[src/core/nvr_pkg.sv]
// constants, types and operation list for the nonvolatile ram host controller
// Operation
// - new row needs select fall or row change
// - select rise precharges; hold high minimum time
// - random accesses spaced by random cycle time
// - select-ended write: data valid at select rise
// - meet access time, hold data, pulse each write
// - further strobe pulses write columns of open row
// - sleep low ignores pins; wait exit delay after
// - finish accesses before entering sleep
// - six reads at fixed addresses enter protect update
// - write byte, complement, then write and read
// - select low at start: access 00000h first
package nvr_pkg;
  localparam int ADDR_W = 17;
  localparam int DATA_W = 16;
  localparam int COL_W = 2;
  localparam int SECTOR_LSB = 14;
  localparam int PROT_W = 8;
  localparam int REG_AW = 4;
  localparam int REG_DW = 32;
  localparam int CNT_W = 4;
  localparam int SYNC_STAGES = 2;
  localparam int CLK_PERIOD_NS = 50;
  localparam int RANDOM_CYCLE_TIME_NS = 110;
  localparam int PAGE_ACCESS_TIME_NS = 25;
  localparam int PRECHARGE_TIME_NS = 50;
  localparam int SLEEP_EXIT_DELAY_NS = 450;

  function automatic int ceil_cyc(input int ns);
    int c;
    c = (ns + CLK_PERIOD_NS - 1) / CLK_PERIOD_NS;
    return (c < 1) ? 1 : c;
  endfunction : ceil_cyc

  localparam logic [CNT_W-1:0] ACCESS_CYC = CNT_W'(ceil_cyc(RANDOM_CYCLE_TIME_NS));
  localparam logic [CNT_W-1:0] PAGE_CYC = CNT_W'(ceil_cyc(PAGE_ACCESS_TIME_NS));
  localparam logic [CNT_W-1:0] PRECH_CYC = CNT_W'(ceil_cyc(PRECHARGE_TIME_NS));
  localparam logic [CNT_W-1:0] SLEEP_CYC = CNT_W'(ceil_cyc(SLEEP_EXIT_DELAY_NS));
  localparam logic [CNT_W-1:0] SYNC_CYC = CNT_W'(SYNC_STAGES);

  localparam logic [REG_AW-1:0] REG_ADDR = 4'h0;
  localparam logic [REG_AW-1:0] REG_WDATA = 4'h1;
  localparam logic [REG_AW-1:0] REG_CMD = 4'h2;
  localparam logic [REG_AW-1:0] REG_STATUS = 4'h3;
  localparam logic [REG_AW-1:0] REG_RDATA = 4'h4;
  localparam logic [REG_AW-1:0] REG_PROT = 4'h5;

  localparam int CMD_READ = 0;
  localparam int CMD_WRITE = 1;
  localparam int CMD_PROT = 2;
  localparam int CMD_SLEEP = 3;
  localparam int CMD_WAKE = 4;
  localparam int CMD_CLOSE = 5;
  localparam int CMD_KEEP = 6;
  localparam int CMD_LOWER = 7;
  localparam int CMD_UPPER = 8;

  localparam int ST_BUSY = 0;
  localparam int ST_ROWOPEN = 1;
  localparam int ST_ASLEEP = 2;
  localparam int ST_DONE = 3;
  localparam int ST_REFUSED = 4;
  localparam int SHADOW_LSB = 8;

  localparam int SEQ_LEN = 10;
  localparam int SEQ_IW = 4;
  localparam logic [SEQ_IW-1:0] SEQ_LAST = 4'h9;
  localparam logic [SEQ_IW-1:0] SEQ_WR_FIRST = 4'h6;
  localparam logic [SEQ_IW-1:0] SEQ_WR_INV = 4'h7;
  localparam logic [SEQ_IW-1:0] SEQ_WR_LAST = 4'h8;
  localparam logic [ADDR_W-1:0] SEQ_ADDR [SEQ_LEN] = '{
    17'h1_2555, 17'h1_DAAA, 17'h0_1333, 17'h0_ECCC, 17'h0_00FF,
    17'h1_FF00, 17'h1_DAAA, 17'h0_ECCC, 17'h0_FF00, 17'h0_0000};

  typedef enum logic [1:0] {
    DSEL_NONE = 2'b00,
    DSEL_BYTE = 2'b01,
    DSEL_INV = 2'b10
  } nvr_dsel_e;

  typedef struct packed {
    logic is_write;
    logic [ADDR_W-1:0] addr;
    nvr_dsel_e dsel;
  } nvr_step_s;

  typedef struct packed {
    logic keep_open;
    logic upper_en;
    logic lower_en;
  } nvr_opts_s;

  typedef enum logic [3:0] {
    S_IDLE = 4'b0000,
    S_SETUP = 4'b0001,
    S_ACTIVE = 4'b0010,
    S_SETTLE = 4'b0011,
    S_OPEN = 4'b0100,
    S_WSET = 4'b0101,
    S_WACT = 4'b0110,
    S_WEND = 4'b0111,
    S_END = 4'b1000,
    S_PRECHG = 4'b1001,
    S_FETCH = 4'b1010,
    S_ISSUE = 4'b1011,
    S_SLEEP = 4'b1100,
    S_WAKE = 4'b1101
  } nvr_state_e;
endpackage : nvr_pkg

[src/core/nvr_seq_rom.sv]
`timescale 1ns/1ps
// registered table of the protect update bus steps
module nvr_seq_rom
  import nvr_pkg::*;
(
  input wire logic clk,
  input wire logic [SEQ_IW-1:0] idx,
  output nvr_step_s entry_q
);
  nvr_step_s entry_d;

  always_comb begin
    entry_d = '0;
    if (idx <= SEQ_LAST) begin
      entry_d.addr = SEQ_ADDR[idx];
      entry_d.is_write = (idx >= SEQ_WR_FIRST) && (idx <= SEQ_WR_LAST);
      if (idx == SEQ_WR_FIRST) begin
        entry_d.dsel = DSEL_BYTE;
      end else if (idx == SEQ_WR_INV) begin
        entry_d.dsel = DSEL_INV;
      end
    end
  end

  always_ff @(posedge clk) begin
    entry_q <= entry_d;
  end
endmodule : nvr_seq_rom

[src/core/nvr_ctrl.sv]
// Local design decisions: the plain strobed port and the register addresses.
`timescale 1ns/1ps
// host controller driving the asynchronous nonvolatile ram pins
module nvr_ctrl
  import nvr_pkg::*;
(
  input wire logic clk,
  input wire logic reset,
  input wire logic [REG_AW-1:0] reg_addr,
  input wire logic [REG_DW-1:0] reg_wdata,
  input wire logic reg_wr,
  input wire logic reg_rd,
  output logic [REG_DW-1:0] reg_rdata,
  output logic [ADDR_W-1:0] mem_addr,
  input wire logic [DATA_W-1:0] mem_dq_i,
  output logic [DATA_W-1:0] mem_dq_o,
  output logic mem_dq_oe,
  output logic mem_ce_n,
  output logic mem_we_n,
  output logic mem_oe_n,
  output logic upper_byte_select_n,
  output logic lower_byte_select_n,
  output logic sleep_request_n
);
  localparam int WE_MIN = 3;
  localparam int WE_MAX = 4;

  function automatic logic [ADDR_W-COL_W-1:0] row_of(input logic [ADDR_W-1:0] a);
    return a[ADDR_W-1:COL_W];
  endfunction : row_of

  nvr_state_e state_q;
  logic [CNT_W-1:0] cnt_q;
  logic [ADDR_W-1:0] addr_reg_q, pin_addr_q;
  logic [DATA_W-1:0] wdata_reg_q, rdata_q, dq_o_q, dq_s1_q, dq_s2_q;
  logic [PROT_W-1:0] prot_q, shadow_q;
  nvr_opts_s opts_q, launch_opts;
  logic cmd_write_q, page_hit_q, seq_q, done_q, refused_q;
  logic [SEQ_IW-1:0] step_q;
  logic dq_oe_q, ce_n_q, we_n_q, oe_n_q, ub_n_q, lb_n_q, sleep_n_q;
  logic [REG_DW-1:0] reg_rdata_q;
  nvr_step_s step_ent;
  logic cmd_wr, any_req, at_idle, at_open, cnt_zero;
  logic go_rd, go_wr, go_prot, go_sleep, go_wake, go_close, refuse, op_done;
  logic launch, launch_wr;
  logic [ADDR_W-1:0] launch_addr;
  logic [DATA_W-1:0] launch_data;

  nvr_seq_rom u_rom (
    .clk(clk),
    .idx(step_q),
    .entry_q(step_ent)
  );

  assign cmd_wr = reg_wr && (reg_addr == REG_CMD);
  assign any_req = |reg_wdata[CMD_CLOSE:CMD_READ];
  assign at_idle = (state_q == S_IDLE);
  assign at_open = (state_q == S_OPEN);
  assign cnt_zero = (cnt_q == '0);
  assign go_rd = cmd_wr && reg_wdata[CMD_READ] && (at_idle || at_open);
  assign go_wr = cmd_wr && reg_wdata[CMD_WRITE] && !reg_wdata[CMD_READ] && (at_idle || at_open);
  // protect update only from a closed row, so the select is high at its start
  assign go_prot = cmd_wr && reg_wdata[CMD_PROT] && at_idle;
  // sleep only with no access in flight and the row closed
  assign go_sleep = cmd_wr && reg_wdata[CMD_SLEEP] && at_idle;
  assign go_wake = cmd_wr && reg_wdata[CMD_WAKE] && (state_q == S_SLEEP);
  assign go_close = cmd_wr && reg_wdata[CMD_CLOSE] && at_open;
  assign refuse = cmd_wr && any_req && !(go_rd || go_wr || go_prot || go_sleep || go_wake
    || go_close);

  always_comb begin
    launch = go_rd || go_wr || (state_q == S_ISSUE);
    launch_wr = go_wr;
    launch_addr = addr_reg_q;
    launch_data = wdata_reg_q;
    launch_opts.keep_open = reg_wdata[CMD_KEEP];
    launch_opts.upper_en = reg_wdata[CMD_UPPER];
    launch_opts.lower_en = reg_wdata[CMD_LOWER];
    if (state_q == S_ISSUE) begin
      launch_wr = step_ent.is_write;
      launch_addr = step_ent.addr;
      launch_opts = '{keep_open: 1'b0, upper_en: 1'b1, lower_en: 1'b1};
      case (step_ent.dsel)
        DSEL_BYTE: launch_data = {{(DATA_W-PROT_W){1'b0}}, prot_q};
        DSEL_INV: launch_data = {{(DATA_W-PROT_W){1'b0}}, ~prot_q};
        default: launch_data = '0;
      endcase
    end
  end

  always_comb begin
    op_done = go_sleep || (state_q == S_WAKE && cnt_zero);
    if (state_q == S_PRECHG && cnt_zero && !(seq_q && step_q != SEQ_LAST)) begin
      op_done = 1'b1;
    end
    if ((state_q == S_SETTLE && cnt_zero || state_q == S_WEND) && opts_q.keep_open) begin
      op_done = 1'b1;
    end
  end

  always_ff @(posedge clk) begin
    if (reset) begin
      state_q <= S_IDLE;
      cnt_q <= '0;
    end else begin
      case (state_q)
        S_IDLE, S_OPEN: begin
          if (launch && launch_wr && at_open) begin
            state_q <= S_WSET;
          end else if (launch) begin
            state_q <= S_SETUP;
          end else if (go_close) begin
            state_q <= S_END;
          end else if (go_prot) begin
            state_q <= S_FETCH;
          end else if (go_sleep) begin
            state_q <= S_SLEEP;
          end
        end
        S_FETCH: state_q <= S_ISSUE;
        S_ISSUE: state_q <= S_SETUP;
        S_SETUP: begin
          state_q <= S_ACTIVE;
          // same row in an open page needs only the column access time
          cnt_q <= page_hit_q ? PAGE_CYC - 1'b1 : ACCESS_CYC - 1'b1;
        end
        S_ACTIVE: begin
          if (cnt_zero) begin
            state_q <= cmd_write_q ? S_END : S_SETTLE;
            cnt_q <= SYNC_CYC - 1'b1;
          end else begin
            cnt_q <= cnt_q - 1'b1;
          end
        end
        S_SETTLE: begin
          if (cnt_zero) begin
            state_q <= opts_q.keep_open ? S_OPEN : S_END;
          end else begin
            cnt_q <= cnt_q - 1'b1;
          end
        end
        S_WSET: begin
          state_q <= S_WACT;
          cnt_q <= ACCESS_CYC - 1'b1;
        end
        S_WACT: begin
          if (cnt_zero) begin
            state_q <= S_WEND;
          end else begin
            cnt_q <= cnt_q - 1'b1;
          end
        end
        S_WEND: state_q <= opts_q.keep_open ? S_OPEN : S_END;
        S_END: begin
          state_q <= S_PRECHG;
          cnt_q <= PRECH_CYC - 1'b1;
        end
        S_PRECHG: begin
          if (!cnt_zero) begin
            cnt_q <= cnt_q - 1'b1;
          end else if (seq_q && step_q != SEQ_LAST) begin
            state_q <= S_FETCH;
          end else begin
            state_q <= S_IDLE;
          end
        end
        S_SLEEP: begin
          if (go_wake) begin
            state_q <= S_WAKE;
            cnt_q <= SLEEP_CYC - 1'b1;
          end
        end
        S_WAKE: begin
          if (cnt_zero) begin
            state_q <= S_IDLE;
          end else begin
            cnt_q <= cnt_q - 1'b1;
          end
        end
        default: state_q <= S_IDLE;
      endcase
    end
  end

  // pin drivers; every pin is a flop so the bus never glitches
  always_ff @(posedge clk) begin
    if (reset) begin
      pin_addr_q <= '0;
      dq_o_q <= '0;
      dq_oe_q <= 1'b0;
      ce_n_q <= 1'b1;
      we_n_q <= 1'b1;
      oe_n_q <= 1'b1;
      ub_n_q <= 1'b1;
      lb_n_q <= 1'b1;
      sleep_n_q <= 1'b1;
    end else begin
      if (launch) begin
        pin_addr_q <= launch_addr;
        ub_n_q <= !launch_opts.upper_en;
        lb_n_q <= !launch_opts.lower_en;
        oe_n_q <= 1'b1;
        dq_o_q <= launch_data;
        if (launch_wr && !at_open) begin
          // strobe low and data valid before the select falls
          we_n_q <= 1'b0;
          dq_oe_q <= 1'b1;
        end
      end
      case (state_q)
        S_SETUP: begin
          ce_n_q <= 1'b0;
          oe_n_q <= cmd_write_q;
        end
        S_WSET: begin
          we_n_q <= 1'b0;
          dq_oe_q <= 1'b1;
        end
        // strobe held low for the whole access count, raised as the count ends
        S_WACT: we_n_q <= cnt_zero;
        S_WEND: dq_oe_q <= 1'b0;
        S_END: begin
          ce_n_q <= 1'b1;
          oe_n_q <= 1'b1;
        end
        S_PRECHG: begin
          we_n_q <= 1'b1;
          dq_oe_q <= 1'b0;
        end
        S_SLEEP: sleep_n_q <= go_wake;
        default: begin
        end
      endcase
      if (go_sleep) begin
        sleep_n_q <= 1'b0;
      end
    end
  end

  always_ff @(posedge clk) begin
    if (reset) begin
      cmd_write_q <= 1'b0;
      page_hit_q <= 1'b0;
      opts_q <= '0;
    end else if (launch) begin
      cmd_write_q <= launch_wr;
      page_hit_q <= at_open && (row_of(launch_addr) == row_of(pin_addr_q));
      opts_q <= launch_opts;
    end
  end

  // pin input, two stages before capture
  always_ff @(posedge clk) begin
    dq_s1_q <= mem_dq_i;
    dq_s2_q <= dq_s1_q;
  end

  always_ff @(posedge clk) begin
    if (reset) begin
      rdata_q <= '0;
    end else if (state_q == S_SETTLE && cnt_zero) begin
      rdata_q <= dq_s2_q;
    end
  end

  // shadow is only the host's view; the device keeps the real mask
  always_ff @(posedge clk) begin
    if (reset) begin
      seq_q <= 1'b0;
      step_q <= '0;
      shadow_q <= '0;
    end else if (go_prot) begin
      seq_q <= 1'b1;
      step_q <= '0;
    end else if (state_q == S_PRECHG && cnt_zero && seq_q) begin
      if (step_q == SEQ_LAST) begin
        seq_q <= 1'b0;
        shadow_q <= prot_q;
      end else begin
        step_q <= step_q + 1'b1;
      end
    end
  end

  always_ff @(posedge clk) begin
    if (reset) begin
      addr_reg_q <= '0;
      wdata_reg_q <= '0;
      prot_q <= '0;
    end else if (reg_wr) begin
      if (reg_addr == REG_ADDR) begin
        addr_reg_q <= reg_wdata[ADDR_W-1:0];
      end
      if (reg_addr == REG_WDATA) begin
        wdata_reg_q <= reg_wdata[DATA_W-1:0];
      end
      if (reg_addr == REG_PROT && !seq_q) begin
        prot_q <= reg_wdata[PROT_W-1:0];
      end
    end
  end

  // sticky flags: a new event beats the clear from a command write
  always_ff @(posedge clk) begin
    if (reset) begin
      done_q <= 1'b0;
      refused_q <= 1'b0;
    end else begin
      done_q <= op_done || (done_q && !cmd_wr);
      refused_q <= refuse || (refused_q && !(cmd_wr && !refuse));
    end
  end

  always_ff @(posedge clk) begin
    if (reset) begin
      reg_rdata_q <= '0;
    end else if (reg_rd) begin
      case (reg_addr)
        REG_ADDR: reg_rdata_q <= REG_DW'(addr_reg_q);
        REG_WDATA: reg_rdata_q <= REG_DW'(wdata_reg_q);
        REG_RDATA: reg_rdata_q <= REG_DW'(rdata_q);
        REG_PROT: reg_rdata_q <= REG_DW'({shadow_q, prot_q});
        REG_STATUS: begin
          reg_rdata_q <= '0;
          reg_rdata_q[ST_BUSY] <= !(at_idle || at_open || state_q == S_SLEEP);
          reg_rdata_q[ST_ROWOPEN] <= at_open;
          reg_rdata_q[ST_ASLEEP] <= (state_q == S_SLEEP);
          reg_rdata_q[ST_DONE] <= done_q;
          reg_rdata_q[ST_REFUSED] <= refused_q;
        end
        default: reg_rdata_q <= '0;
      endcase
    end else begin
      reg_rdata_q <= '0;
    end
  end

  assign reg_rdata = reg_rdata_q;
  assign mem_addr = pin_addr_q;
  assign mem_dq_o = dq_o_q;
  assign mem_dq_oe = dq_oe_q;
  assign mem_ce_n = ce_n_q;
  assign mem_we_n = we_n_q;
  assign mem_oe_n = oe_n_q;
  assign upper_byte_select_n = ub_n_q;
  assign lower_byte_select_n = lb_n_q;
  assign sleep_request_n = sleep_n_q;

  a_read_we_high: assert property (@(posedge clk) disable iff (reset)
    $fell(ce_n_q) && !cmd_write_q |-> we_n_q && !dq_oe_q)
    else $error("read started with write strobe low");
  a_cewr_we_low: assert property (@(posedge clk) disable iff (reset)
    $fell(ce_n_q) && cmd_write_q |-> !we_n_q && dq_oe_q && oe_n_q)
    else $error("select write started without strobe and data");
  a_cewr_data_hold: assert property (@(posedge clk) disable iff (reset)
    $rose(ce_n_q) && cmd_write_q && !page_hit_q |-> dq_oe_q && $stable(dq_o_q))
    else $error("write data not held at select rise");
  a_precharge_hold: assert property (@(posedge clk) disable iff (reset)
    $rose(ce_n_q) |-> ce_n_q [*3])
    else $error("select high shorter than precharge");
  a_access_len: assert property (@(posedge clk) disable iff (reset)
    $fell(ce_n_q) |-> !ce_n_q [*3])
    else $error("select low shorter than access time");
  a_bus_no_fight: assert property (@(posedge clk) disable iff (reset)
    !oe_n_q |-> !dq_oe_q && we_n_q)
    else $error("host drives while device may drive");
  a_page_we_pulse: assert property (@(posedge clk) disable iff (reset)
    $fell(we_n_q) && !ce_n_q |-> ##[WE_MIN:WE_MAX] $rose(we_n_q))
    else $error("page write strobe pulse wrong length");
  a_sleep_quiet: assert property (@(posedge clk) disable iff (reset)
    !sleep_n_q |-> ce_n_q && we_n_q && !dq_oe_q)
    else $error("pins active during sleep");
  a_wake_delay: assert property (@(posedge clk) disable iff (reset)
    $rose(sleep_n_q) |-> ce_n_q [*8])
    else $error("access before sleep exit delay");
  a_prot_lanes: assert property (@(posedge clk) disable iff (reset)
    seq_q && dq_oe_q |-> dq_o_q[DATA_W-1:PROT_W] == '0)
    else $error("protect byte not on low lanes");
  a_prot_confirm: assert property (@(posedge clk) disable iff (reset)
    seq_q && step_q == SEQ_WR_INV && $fell(ce_n_q) |-> dq_o_q[PROT_W-1:0] == ~prot_q)
    else $error("confirm write is not the complement");

  c_ce_read: cover property (@(posedge clk) disable iff (reset)
    state_q == S_SETTLE && cnt_zero && !opts_q.keep_open);
  c_page_write: cover property (@(posedge clk) disable iff (reset)
    state_q == S_WEND && page_hit_q);
  c_prot_done: cover property (@(posedge clk) disable iff (reset)
    seq_q && step_q == SEQ_LAST && state_q == S_PRECHG);
  c_sleep_wake: cover property (@(posedge clk) disable iff (reset)
    state_q == S_WAKE && cnt_zero);
endmodule : nvr_ctrl

[config.mk]
export PLATFORM = sky130hd
export DESIGN_NAME = nvr_ctrl
export DESIGN_NICKNAME = d
export VERILOG_FILES = /design/src/core/nvr_pkg.sv /design/src/core/nvr_seq_rom.sv /design/src/core/nvr_ctrl.sv
export SDC_FILE = /design/constraint.sdc
export NUM_CORES = 1
export LEC_CHECK = 0
export BUFFER_PORTS_ARGS = -buffer_cell sky130_fd_sc_hd__buf_2
export CAP_MARGIN = 10
export CORE_MARGIN = 2
export CORE_UTILIZATION = 40
export CTS_BUF_LIST = sky130_fd_sc_hd__clkbuf_4
export CTS_CLUSTER_SIZE = 20
export DETAILED_ROUTE_END_ITERATION = 8
export SYNTH_ARGS = -nofsm -noshare
export SYNTH_HDL_FRONTEND = slang
export SYNTH_HIERARCHICAL = 1
export SYNTH_SLANG_ARGS = --single-unit
[constraint.sdc]
create_clock -name clk -period 2.39 [get_ports clk]
set_input_delay 0.1195 -clock clk [delete_from_list [all_inputs] [get_ports clk]]
set_output_delay 0.1195 -clock clk [all_outputs]
set_load 0.01 [all_outputs]
* After elaboration in Yosys (flattened, before gate mapping)
Memory sizes are Yosys's and may differ from the RTL's. A register that Yosys moved wholly into a read port is not among the register bits.
Index checks and enable logic that the tools add are counted.
W data, S select, Z words.
** Word-level totals
- Bits in registers :: 190
- ROM bits :: 272
- Input port bits :: 56
- Output and inout bits :: 72
- Memories kept :: 1
** Cells by class
- $add $sub $neg :: 2
- Magnitude comparators :: 3
- Equal/unequal tests :: 33
- Multiplexer cells :: 44
- Bitwise logic cells :: 6
- Reductions and logical operators :: 86
** Memory list
- (no name shown) :: words 16, bits a word 17, rd ports 1, clocked after Yosys merged registers in 1, write ports 0, line nvr_seq_rom.sv:15 : entry_d.addr = SEQ_ADDR[idx];
** Operators by type and width (number)
- $pmux W17 S5 :: 1
- $mux W4 :: 17
- $pmux W4 S13 :: 1
- $eq A4 B3 Y1 const B :: 8
- $logic_and A1 B1 Y1 :: 32
- $eq A4 B4 Y1 const B :: 7
- $pmux W4 S6 :: 1
- $mux W17 :: 1
- $eq A4 B2 Y1 const B :: 4
- $mux W16 :: 1
- $pmux W8 S2 :: 1
- $eq A15 B15 Y1 :: 1
- $mux W1 :: 14
- $ne A2 B2 Y1 const B :: 7
- $reduce_and A2 Y1 :: 7
- $logic_not A1 Y1 :: 12
- $logic_not A4 Y1 :: 3
- $logic_or A1 B1 Y1 :: 12
- $reduce_or A2 Y1 :: 5
- $reduce_bool A3 Y1 :: 3
- $eq A4 B1 Y1 const B :: 2
- $le A4 B4 Y1 const B :: 2
- $not A8 Y8 :: 1
- $reduce_bool A2 Y1 :: 4
- other kinds (19) :: 27

* Longest topological paths before layout
Gate-level depths: netlist of the first run.
- Word-level depth :: 17
- Gate-level depth with buffers :: 8
- Mapped depth without buffers :: 8

* Cells and area by module
The synthesis of the first run kept the hierarchy.
** By module, submodules not included
- nvr_ctrl :: times used 1, cells an instance 874, area each 7373.3 sq um, seq. area each 3443.3 sq um
- nvr_seq_rom :: times used 1, cells an instance 56, area each 570.5 sq um, seq. area each 240.2 sq um

* Least setup slack after synthesis of the first run
Ideal clock, no wire load.
- Path type :: register to register
- From :: register cnt_q[0]
- To :: register cnt_q[0]
- Setup time :: 78 ps
- Data arrival time :: 1779 ps
- Setup slack :: 533 ps
- Stages on the path, launching flop included :: 8
- Cell sequence :: dfxtp_1 inv_1 ha_1 or3b_2 a21boi_0 a221oi_4 o311a_1 nor3_1
** On the way
- Longest elaborated chain between the ends :: 3
- Elaborated cells between the ends (all ways) :: 7
- Those cells by class :: add/sub (1); eq/ne (1); mux (3); reduce/logical (2)
** Ends and longest elaborated chain
- start, declared :: line nvr_ctrl.sv:33 : logic [CNT_W-1:0] cnt_q;
- start signal, assigned :: line nvr_ctrl.sv:125 : cnt_q <= page_hit_q ? PAGE_CYC - 1'b1 : ACCESS_CYC - 1'b1;
- start signal, assigned :: line nvr_ctrl.sv:130 : cnt_q <= SYNC_CYC - 1'b1;
- start signal, assigned :: line nvr_ctrl.sv:132 : cnt_q <= cnt_q - 1'b1;
- $sub A4 B1 Y4 / $logic_not A4 Y1 (equally long branches)
- $mux W4, or another cell as far along
- $pmux W4 S6 / $reduce_and A3 Y1 (equally long branches)
Parallel ways exist; a longest one is shown, timed or not. The select of a mux whose other input is x is not followed.
A chain may end at the register's enable or synchronous reset.

* Worst setup path in the final report of the first run
Ends and elaborated chain as after synthesis.

==> results.md, run 1 <==
* Core ar. at 19500 sq um
* Remaining DRCs at 0
* First-pass GRT wire length at 34800 microns
* Layout area overhead at 16.2%
* Final hold violations at 0
* Setup bufs post-CTS at 0
* Layout net count at 1103
* Total die area at 21000 sq um
* Synth Instances at 930
* Top cell family by delay on the critical path: compound AO/OA/AOI/OAI gates
* WL/cell at 16.7 microns
* Synth Area per Inst at 8.54 sq um
* CP Buf/Inv Count at 1
* Initial DRC count at 756
* Starting Density at 40.8%
* F_max at 0.464 GHz
* Status: finished, final reports clean
* Final WL at 22000 microns
* Most frequent cells in the layout: nand2_1, dfxtp_1, buf_2
* Placed cells at 1250
* FF+latch count, synth at 184
* Clock tree from TritonCTS: built
* Row Count at 51
* Clk slew on worst S/H paths at 0.17 ns
* Hold path depth at 5
* Num CTS Buffers at 17
* Number of synthesized flops with an enable pin at 0
* Critical Path Max Stage Delay at 0.52 ns
* Largest family of logic cells by synthesized area: simple AND/OR/NAND/NOR gates
* Max-Cap Viols at 0
* Synth Area in Adders at 1.42%
* CP startpoint kind: flop
* Synth unique cells at 74
* Yosys warns at 6
* Number of fill cells at 1925
* GPL Wtd Cong at 0.886
* Mapped cell area at 7940 sq um
* FF-to-FF path depth at 7
* Vias at 6968
* Least-Margin Pin Slew at 0.789 ns
* Largest net degree at the start of global routing at 64
* CTS root buf: clkbuf_4
* H-tree depth at 4
* Share of synthesized registers carrying an async set or reset at 0%
* Share of cells above drive strength 1 at 17.1%
* Critical Path Sink Type: flop
* Maximum clock path buffer count at 2
* Reg area at 3680 sq um
* Worst-case vdd ir drop at 0.000431 V
* Vias in the first global route at 6334
* Global route overflow at 0
* Synth Area in Simple Gates at 20.9%
* Slowest-stage cell, CP: or3b_2
* Min Tclk post-route at 2.16 ns
* Rel. slew slack at 47.2%
* Num Clock Sinks at 184
* Post-CTS sizing at 0
* CP required at 2.91 ns
* Levels on crit path at 7
* Multi-input gate area at 3760 sq um
* Compound-gate portion of the synthesized area at 19.7%
* Total track usage at 20.8%
* Post-synthesis mux area share at 2.39%
* Crit path cell chain: inv_1, ha_1, or3b_2, a21boi_0, a221oi_4, o311a_1, nor3_1
* P_leak at 3.59 nW
* Finished Layout Cells at 1317
* CP Class: reg2reg
* Xor and xnor area share after synthesis at 2.32%
* Die Height at 145 microns
* Vias per std cell at 5.29
* Die width at 145 microns
* Hold slack at 0.0453 ns
* Setup_tns at 0 ns
* Final Setup Violations at 0
* Worst skew pair latency at 0.59 ns
* Clock Skew at 0.0254 ns
* Sequential area share after synthesis at 46.4%
* CP arrival at 2.68 ns
* Routed Antenna Nets at 0
* Ports at 128
* Most common cell after layout, fill and taps aside: nand2_1
* Period Utilization, post-route at 90.3%
* Crit path max fanout at 8
* Total power at 6.31 mW
* Initial antenna violation count at 1
* DRT Pass-1 Iters at 7
* Worst hold-check path type: in2reg
* PwrDens at 684 nW/um^2
* Synth Flop Type: dfxtp_1
* Final Max Tran Viols at 0
* PortBufs at 97
* Detailed placement HPWL at 15400 microns
* Unrepaired setup endpoints after global routing: no
[path summary, 6_finish.rpt]
kind,from,end,slack (ns)
setup / recovery,cnt_q[0],cnt_q[0],0.23
hold / removal,reg_addr[0],reg_rdata[6],0.05
setup reg to reg,cnt_q[0],cnt_q[0],0.23
hold reg to reg,dq_s1_q[4],dq_s2_q[4],0.34
[timing repair]
action	in CTS	in global routing
hold buffers	34	0
hold endpoints to repair	70	0
endpoints found under the setup margin	0	0
[power breakdown]
part,leakage (nW),switching (mW),internal (mW),total [mW]
sequential,1.50,0.0812,3.19,3.27
clock,0.164,1.22,0.580,1.80
combinational,1.93,0.740,0.501,1.24
total,3.59,2.04,4.27,6.31
[metal layers]
metal | up-vias | wire length (microns) | global-route usage [%]
met4 | 0 | 275 | 4.85
met1 | 3268 | 10400 | 29.8
met2 | 239 | 9940 | 32.4
met5 | - | 0 | 0
met3 | 19 | 1390 | 4.12
li1 | 3442 | - | -
[worst reg2reg max path, stage by stage, from the launching register on]
cell and delay, ns:
dfxtp_1 0.39, inv_1 0.08, ha_1 0.18, or3b_2 0.52, a21boi_0 0.45, a221oi_4 0.19
o311a_1 0.18, nor3_1 0.12
[synth_stat cells (3+ instances only)]
master,count,share of area [%]
nand2_1,208,9.8
dfxtp_1,184,46
a21oi_1,95,6.0
nor2_1,75,3.5
clkbuf_1,37,1.7
a311oi_1,23,2.5
buf_4,23,2.2
inv_1,23,1.1
o21ai_0,20,1.3
a222oi_1,19,2.4
mux2i_1,19,2.4
buf_2,15,0.95
nor3_1,14,0.88
a211oi_1,12,1.1
xnor2_1,12,1.3
nand3_1,10,0.63
ha_1,9,1.4
xor2_1,9,0.99
a22oi_1,8,0.76
nor2b_1,8,0.63
nand2b_1,7,0.55
buf_6,5,0.71
or3_1,5,0.39
a21o_1,4,0.38
buf_1,4,0.19
nand4_1,4,0.31
o2111ai_1,4,0.44
o211ai_1,4,0.38
a221oi_1,3,0.33
a31oi_1,3,0.24
and2_1,3,0.24
nor4_4,3,0.80
o21ai_1,3,0.19
o21bai_1,3,0.28
o31ai_1,3,0.28
[area by class of cell]
| type | instances | area share, % |
|---|---|---|
| antenna | 1 | 0.0271 |
| clock buffer | 17 | 1.38 |
| clock inverter | 15 | 1.93 |
| inverter | 24 | 0.976 |
| multi-input combinational | 652 | 40.8 |
| sequential | 184 | 39.9 |
| tap | 265 | 3.59 |
| timing repair buffer | 159 | 11.4 |
[per-stage QoR]
stage / worst slack [ns] / instance area [sq um] / util (%)
after floorplan: 0.533 / 8000 / -
after global placement: 0.339 / 8580 / 44.1
after detailed placement: 0.260 / 8580 / 44.1
after CTS: 0.219 / 9230 / 47.4
after global routing: 0.0330 / 9230 / 47.4
final: 0.233 / 9230 / 47.4
[sequential cells by signal, summed over array words and instances (netlist names), 8 cells and up]
name / cells
rdata_q: 16
mem_dq_o: 16
dq_s2_q: 16
u_rom/entry_q: 12
shadow_q: 8
prot_q: 8
reg_rdata: 17
dq_s1_q: 16
addr_reg_q: 17
wdata_reg_q: 16
mem_addr: 17
[kinds of logic (layout without fill, tap and decap cells)]
group	count (synthesis)	in the layout
buf+inv	108	215
xor+xnor	21	21
mux	19	19
fa+ha+maj	9	9
other cells	1	16
flops	184	184
simple gates	361	361
compound gates	227	227
Power figures use the tool's default switching activity.
==> run 2: changes to the inputs <==
Settings changed: ABC_AREA set to 1.
==> results.md, run 2 <==
* Most common cell after layout, fill and taps aside: dfxtp_1
* Row Count at 50 (-2.0%)
* Switching power at 2.07 mW (+1.2%)
* Sw Ratio at 31.8% (-0.60 points)
* FF-to-FF path depth at 13 (+6)
* Commonest cells post-synth: dfxtp_1, nand2_1, nor2_1
* Starting Density at 41.0% (+0.21 points)
* Share of cells above drive strength 1 at 16.6% (-0.49 points)
* Routed Antenna Nets at 0 (unchanged)
* Hold Path Origin: reg_addr[2]
* Num CTS Buffers at 17 (unchanged)
* Share of synthesized registers carrying an async set or reset at 0% (unchanged)
* Synth Instances at 1018 (+9.5%)
* Synth area leaders: dfxtp_1, nand2_1, o21ai_0
* Pint at 4.44 mW (+4.0%)
* R2R setup slack at 0.32 ns (+0.08 ns)
* Synth Flop Type: dfxtp_1
* P_leak at 3.82 nW (+6.5%)
* Min Tclk post-route at 2.07 ns (-0.0844 ns)
* Largest net degree at the start of global routing at 84 (+31%)
* Layout net count at 1213 (+10%)
* Layout area overhead at 18.2%
* Comb pwr share at 20.3% (+0.6 points)
* Top cell type's share of synthesized area at 47.7% (+1.3 points)
* Total die area at 20400 sq um (-2.7%)
* R2r startpoint: state_q[3]
* DRT Pass-1 Iters at 5 (-2)
* Die Height at 143 microns (-1.3%)
* Num Clock Sinks at 184 (unchanged)
* Period Utilization, post-route at 86.7% (-3.5 points)
* Ports at 128 (unchanged)
* PortBufs at 97 (unchanged)
* Hold path depth at 5 (unchanged)
* Die width at 143 microns (-1.3%)
* Max-Cap Viols at 0 (unchanged)
* Final Setup Violations at 0 (unchanged)
* Clock tree from TritonCTS: built
* Least-Margin Pin Slew at 0.751 ns (-0.0383 ns)
* Crit path cell chain: inv_2, nor2_4, nand2_2, buf_4, nand2_2, nand2_1, nand2_1, nand2_1, nor2_1, nand2_1, nor2_1, nand2_1, a21oi_2
* Worst hold-check path type: in2reg
* Final WL at 21400 microns (-3.1%)
* RR Endpoint: page_hit_q
* Vias at 7024 (+0.80%)
* Worst skew pair latency at 0.57 ns (-0.02 ns)
* FF+latch count, synth at 184 (unchanged)
* Hold Path End: refused_q
* Finished Layout Cells at 1422 (+8.0%)
* Critical Path Sink Type: flop
* Crit path max fanout at 15 (+7)
* Global route overflow at 0 (unchanged)
* Remaining DRCs at 0 (unchanged)
* Synth Area per Inst at 7.59 sq um (-11%)
* Number of synthesized flops with an enable pin at 0 (unchanged)
* Slowest-stage cell, CP: dfxtp_1
* Detailed placement HPWL at 15500 microns (+0.94%)
* Total track usage at 21.1% (+0.27 points)
* Synth unique cells at 42 (-43%)
* Setup bufs post-CTS at 0 (unchanged)
* CP arrival at 2.59 ns (-0.09 ns)
* Clock power frac at 28.3% (-0.3 points)
* Cell accounting for the most synthesized area: dfxtp_1
* Flop pwr share at 51.4% (-0.4 points)
* Most frequent cells in the layout: dfxtp_1, nand2_1, nor2_1
* Placed cells at 1348 (+7.8%)
* Rel. slew slack at 49.8% (+2.6 points)
* Vias in the first global route at 6478 (+2.3%)
* Final Max Tran Viols at 0 (unchanged)
* Vias per std cell at 4.94 (-6.6%)
* Sequential area share after synthesis at 47.7% (+1.3 points)
* Worst-case vdd ir drop at 0.000373 V (-14%)
* Unrepaired setup endpoints after global routing: no
* CTS Hold Buffers Added at 41 (+21%)
* F_max at 0.482 GHz (+4.1%)
* CTS root buf: clkbuf_4
* CP startpoint kind: flop
* Initial DRC count at 445 (-41%)
* Initial antenna violation count at 1 (unchanged)
* Status: finished, final reports clean
* PwrDens at 712 nW/um^2 (+4.2%)
* First-pass GRT wire length at 33400 microns (-4.1%)
* Maximum clock path buffer count at 2 (unchanged)
* Core ar. at 18800 sq um (-3.2%)
* Setup_tns at 0 ns (unchanged)
* Yosys warns at 6 (unchanged)
* Most common cell on crit path: nand2_1
* Clk slew on worst S/H paths at 0.16 ns (about the same)
* GPL Wtd Cong at 0.976 (+10%)
* Final hold violations at 0 (unchanged)
* Clock Skew at 0.0191 ns (-0.00627 ns)
* Critical Path Max Stage Delay at 0.49 ns (-0.03 ns)
* Post-CTS sizing at 0 (unchanged)
* WL/cell at 15.0 microns (-10%)
* Most common cell in the netlist: dfxtp_1
* Mapped cell area at 7730 sq um (-2.7%)
* H-tree depth at 4 (unchanged)
* CP Class: reg2reg
* CP required at 2.91 ns (about the same)
## run 2: changes by cell type after synthesis, moves of 23 or more
cell	change
a311oi_1	-23
nand3_1	+41
o21ai_0	+83
nor2_1	+38
inv_1	+75
nand2_1	-31
## run 2: worst max path at each step
stage / from / cells after the start / slack [ns] / endpoint
finish: state_q[3] / 13 / 0.32 / page_hit_q
CTS: state_q[3] / 13 / 0.31 / page_hit_q
global placement: state_q[3] / 13 / 0.41 / page_hit_q
floorplan: step_q[0] / 6 / 0.83 / shadow_q[7]
global route: state_q[3] / 13 / 0.10 / page_hit_q
detailed placement: state_q[3] / 13 / 0.36 / page_hit_q
## run 2: critical path: cells and delay by family, from the launching register on
family / cells / cell delay [ns]
flops: 1 / 0.49
compound gates: 1 / 0.12
simple gates: 10 / 1.02
buf+inv: 2 / 0.38
## run 2: kinds of logic (layout without fill, tap and decap cells)
group,after synthesis,after routing,synth area share (%)
flops,184,184,47.7
fa+ha+maj,9,9,1.46
compound gates,254,254,18.4
buf+inv,173,301,10.0
simple gates,394,394,22.0
xor+xnor,3,3,0.340
other cells,1,17,0.0485
## run 2: power by group through the flow
stage                     clock (mW)  combinational (mW)  sequential (mW)
after floorplan                    0               0.900             3.40
after global placement             0                1.26             3.41
after detailed placement           0                1.27             3.41
after CTS                       1.89                1.32             3.34
after global routing            2.01                1.49             3.36
final                           1.84                1.32             3.34
## run 2: area by class of cell
cell class / instances / area [sq um]
fillers: 1893 / 9700
flip-flops and latches: 184 / 3680
multi-input cells: 675 / 3320
repair buffers: 161 / 1080
inverters: 109 / 409
well taps: 260 / 325
clock inverters: 13 / 169
clock buffers: 18 / 135
diodes: 2 / 5.00
## run 2: metal layers
layer	track usage, %	routed length [microns]	vias to the layer above
li1	-	-	3579
met1	28.4	9750	3207
met2	35.3	10200	218
met3	3.96	1140	20
met4	4.64	231	0
met5	0	0	-
## run 2: metrics by stage
step	utilization, %	power [mW]	setup WS, ns	cell area (sq um)	hold WS (ns)
floorplan	-	4.30	0.828	7780	0.147
global placement	44.7	4.67	0.408	8410	0.222
detailed placement	44.7	4.68	0.362	8410	0.224
CTS	48.5	6.55	0.314	9130	0.00179
global route	48.5	6.87	0.101	9130	0.0398
finish	48.5	6.50	0.317	9130	0.0422
==> run 3: changes to the inputs <==
Settings changed: ABC_AREA 1 to not set, CORE_MARGIN 2 to 1.5.
==> results.md, run 3 (same netlist as run 1, synthesis figures left out) <==
* Status: finished, final reports clean
* Maximum clock path buffer count at 2 (unchanged)
* P_leak at 3.57 nW (-6.6%)
* Final hold violations at 0 (unchanged)
* PwrDens at 675 nW/um^2 (-5.3%)
* Switching power at 2.05 mW (-0.77%)
* Die width at 144 microns (+0.66%)
* Num CTS Buffers at 17 (unchanged)
* CP startpoint kind: flop
* Critical Path Sink Type: flop
* CTS root buf: clkbuf_4
* Flop pwr share at 52.6% (+1.2 points)
* Period Utilization, post-route at 89.4% (+2.6 points)
* Total power at 6.21 mW (-4.4%)
* Initial DRC count at 673 (+51%)
* Final WL at 22000 microns (+2.8%)
* Final Setup Violations at 0 (unchanged)
* Comb pwr share at 19.8% (-0.5 points)
* Routed Antenna Nets at 0 (unchanged)
* CP Class: reg2reg
* Core ar. at 19500 sq um (+3.4%)
* CP required at 2.86 ns (-0.05 ns)
* CP arrival at 2.60 ns (about the same)
* Num Clock Sinks at 184 (unchanged)
* Setup_tns at 0 ns (unchanged)
* CTS Hold Buffers Added at 35 (-15%)
* Pint at 4.16 mW (-6.1%)
* Unrepaired setup endpoints after global routing: no
* Worst-case vdd ir drop at 0.000329 V (-12%)
* WL/cell at 16.7 microns (+11%)
* Setup slack after layout at 0.254 ns (-0.0625 ns)
* GPL Wtd Cong at 0.856 (-12%)
* Pre-CTS setup slack at 0.294 ns (-0.0686 ns)
* Most frequent cells in the layout: nand2_1, dfxtp_1, buf_2
* Least-Margin Pin Slew at 0.767 ns (+0.0165 ns)
* Min Tclk post-route at 2.14 ns (+0.0625 ns)
* Remaining DRCs at 0 (unchanged)
* Layout net count at 1099 (-9.4%)
* Vias per std cell at 5.38 (+9.0%)
* Row Count at 51 (+2.0%)
* Worst hold-check path type: in2reg
* F_max at 0.468 GHz (-2.9%)
* Detailed placement HPWL at 15100 microns (-2.6%)
* Total die area at 20700 sq um (+1.3%)
* Initial antenna violation count at 1 (unchanged)
* Number of fill cells at 1966 (+3.9%)
* Clk slew on worst S/H paths at 0.17 ns (about the same)
* H-tree depth at 4 (unchanged)
* Largest net degree at the start of global routing at 63 (-25%)
* Crit path max fanout at 8 (-7)
* Most common cell after layout, fill and taps aside: nand2_1
* Vias in the first global route at 6326 (-2.3%)
* PortBufs at 97 (unchanged)
* Total track usage at 21.5% (+0.38 points)
* Ports at 128 (unchanged)
* Setup bufs post-CTS at 0 (unchanged)
* Final Max Tran Viols at 0 (unchanged)
* DRT Pass-1 Iters at 7 (+2)
* Die Height at 144 microns (+0.66%)
* First-pass GRT wire length at 34000 microns (+1.7%)
* Post-CTS sizing at 0 (unchanged)
* Layout area overhead at 16.0%
* Starting Density at 40.8% (-0.21 points)
* Vias at 7068 (+0.63%)
* Share of cells above drive strength 1 at 16.6% (-0.019 points)
* Clock power frac at 27.6% (-0.7 points)
* Sw Ratio at 33.0% (+1.2 points)
* Max-Cap Viols at 0 (unchanged)
* Clock tree from TritonCTS: built
* Rel. slew slack at 48.7% (-1.1 points)
* Clock Skew at 0.0233 ns (+0.00414 ns)
* Global route overflow at 0 (unchanged)
* Worst skew pair latency at 0.59 ns (+0.02 ns)
-- run 3: changes by cell type in the layout (fill, tap and decap cells not counted), sizes merged, moves of 10 or more --
cell / previous run / this run
a311oi: 0 / 25
xnor2: 2 / 12
o21ai: 107 / 23
a221oi: 16 / 4
inv: 111 / 33
nor2: 123 / 76
mux2i: 0 / 19
a31oi: 14 / 3
nand2: 193 / 208
nand3: 53 / 10
a222oi: 0 / 19
-- run 3: final cells by class --
cell class	instances	area (sq um)	share of cell area, %
diodes	1	2.50	0.0272
clock buffers	17	128	1.39
clock inverters	15	153	1.66
inverters	24	90.1	0.978
multi-input cells	652	3760	40.9
flip-flops and latches	184	3680	40.0
well taps	265	332	3.60
repair buffers	155	1060	11.5
-- run 3: final timing paths --
kind | start | endpoint | slack [ns] | cells after the start
hold / removal | reg_addr[2] | refused_q | 0.12 | 4
hold reg to reg | dq_s1_q[1] | dq_s2_q[1] | 0.34 | 0
setup reg to reg | cnt_q[0] | cnt_q[1] | 0.25 | 7
setup / recovery | cnt_q[0] | cnt_q[1] | 0.25 | 7
-- run 3: per-layer routing --
layer | part of all wire, % | routed length, microns | up-vias | GRT usage [%]
met2 | 45 | 9840 | 273 | 33.6
met3 | 6.9 | 1530 | 37 | 3.40
met4 | 2.1 | 472 | 0 | 7.89
met5 | 0 | 0 | - | 0
met1 | 46 | 10100 | 3336 | 29.8
li1 | - | - | 3422 | -
-- run 3: power groups by stage --
stage | clock network, mW | registers (mW) | logic, mW
3_3_place_gp | 0 | 3.34 | 1.16
4_1_cts | 1.76 | 3.27 | 1.22
6_report | 1.71 | 3.27 | 1.23
5_1_grt | 1.90 | 3.29 | 1.35
2_1_floorplan | 0 | 3.33 | 0.837
3_5_place_dp | 0 | 3.34 | 1.17
-- run 3: critical path, stage by stage, from the launching register on --
cell       delay, ns
dfxtp_1         0.38
inv_1           0.07
ha_1            0.20
or3b_2          0.52
a21boi_0        0.44
a221oi_4        0.18
o2111ai_1       0.15
o31ai_1         0.09
-- run 3: stage by stage --
step	instances	hold slack [ns]	cell area (sq um)	utilization, %
floorplan	944	0.147	8000	-
global placement	1245	0.221	8580	44.1
detailed placement	1245	0.223	8580	44.1
CTS	1312	0.0772	9210	47.3
global route	1313	0.0841	9210	47.3
finish	1313	0.116	9210	47.3
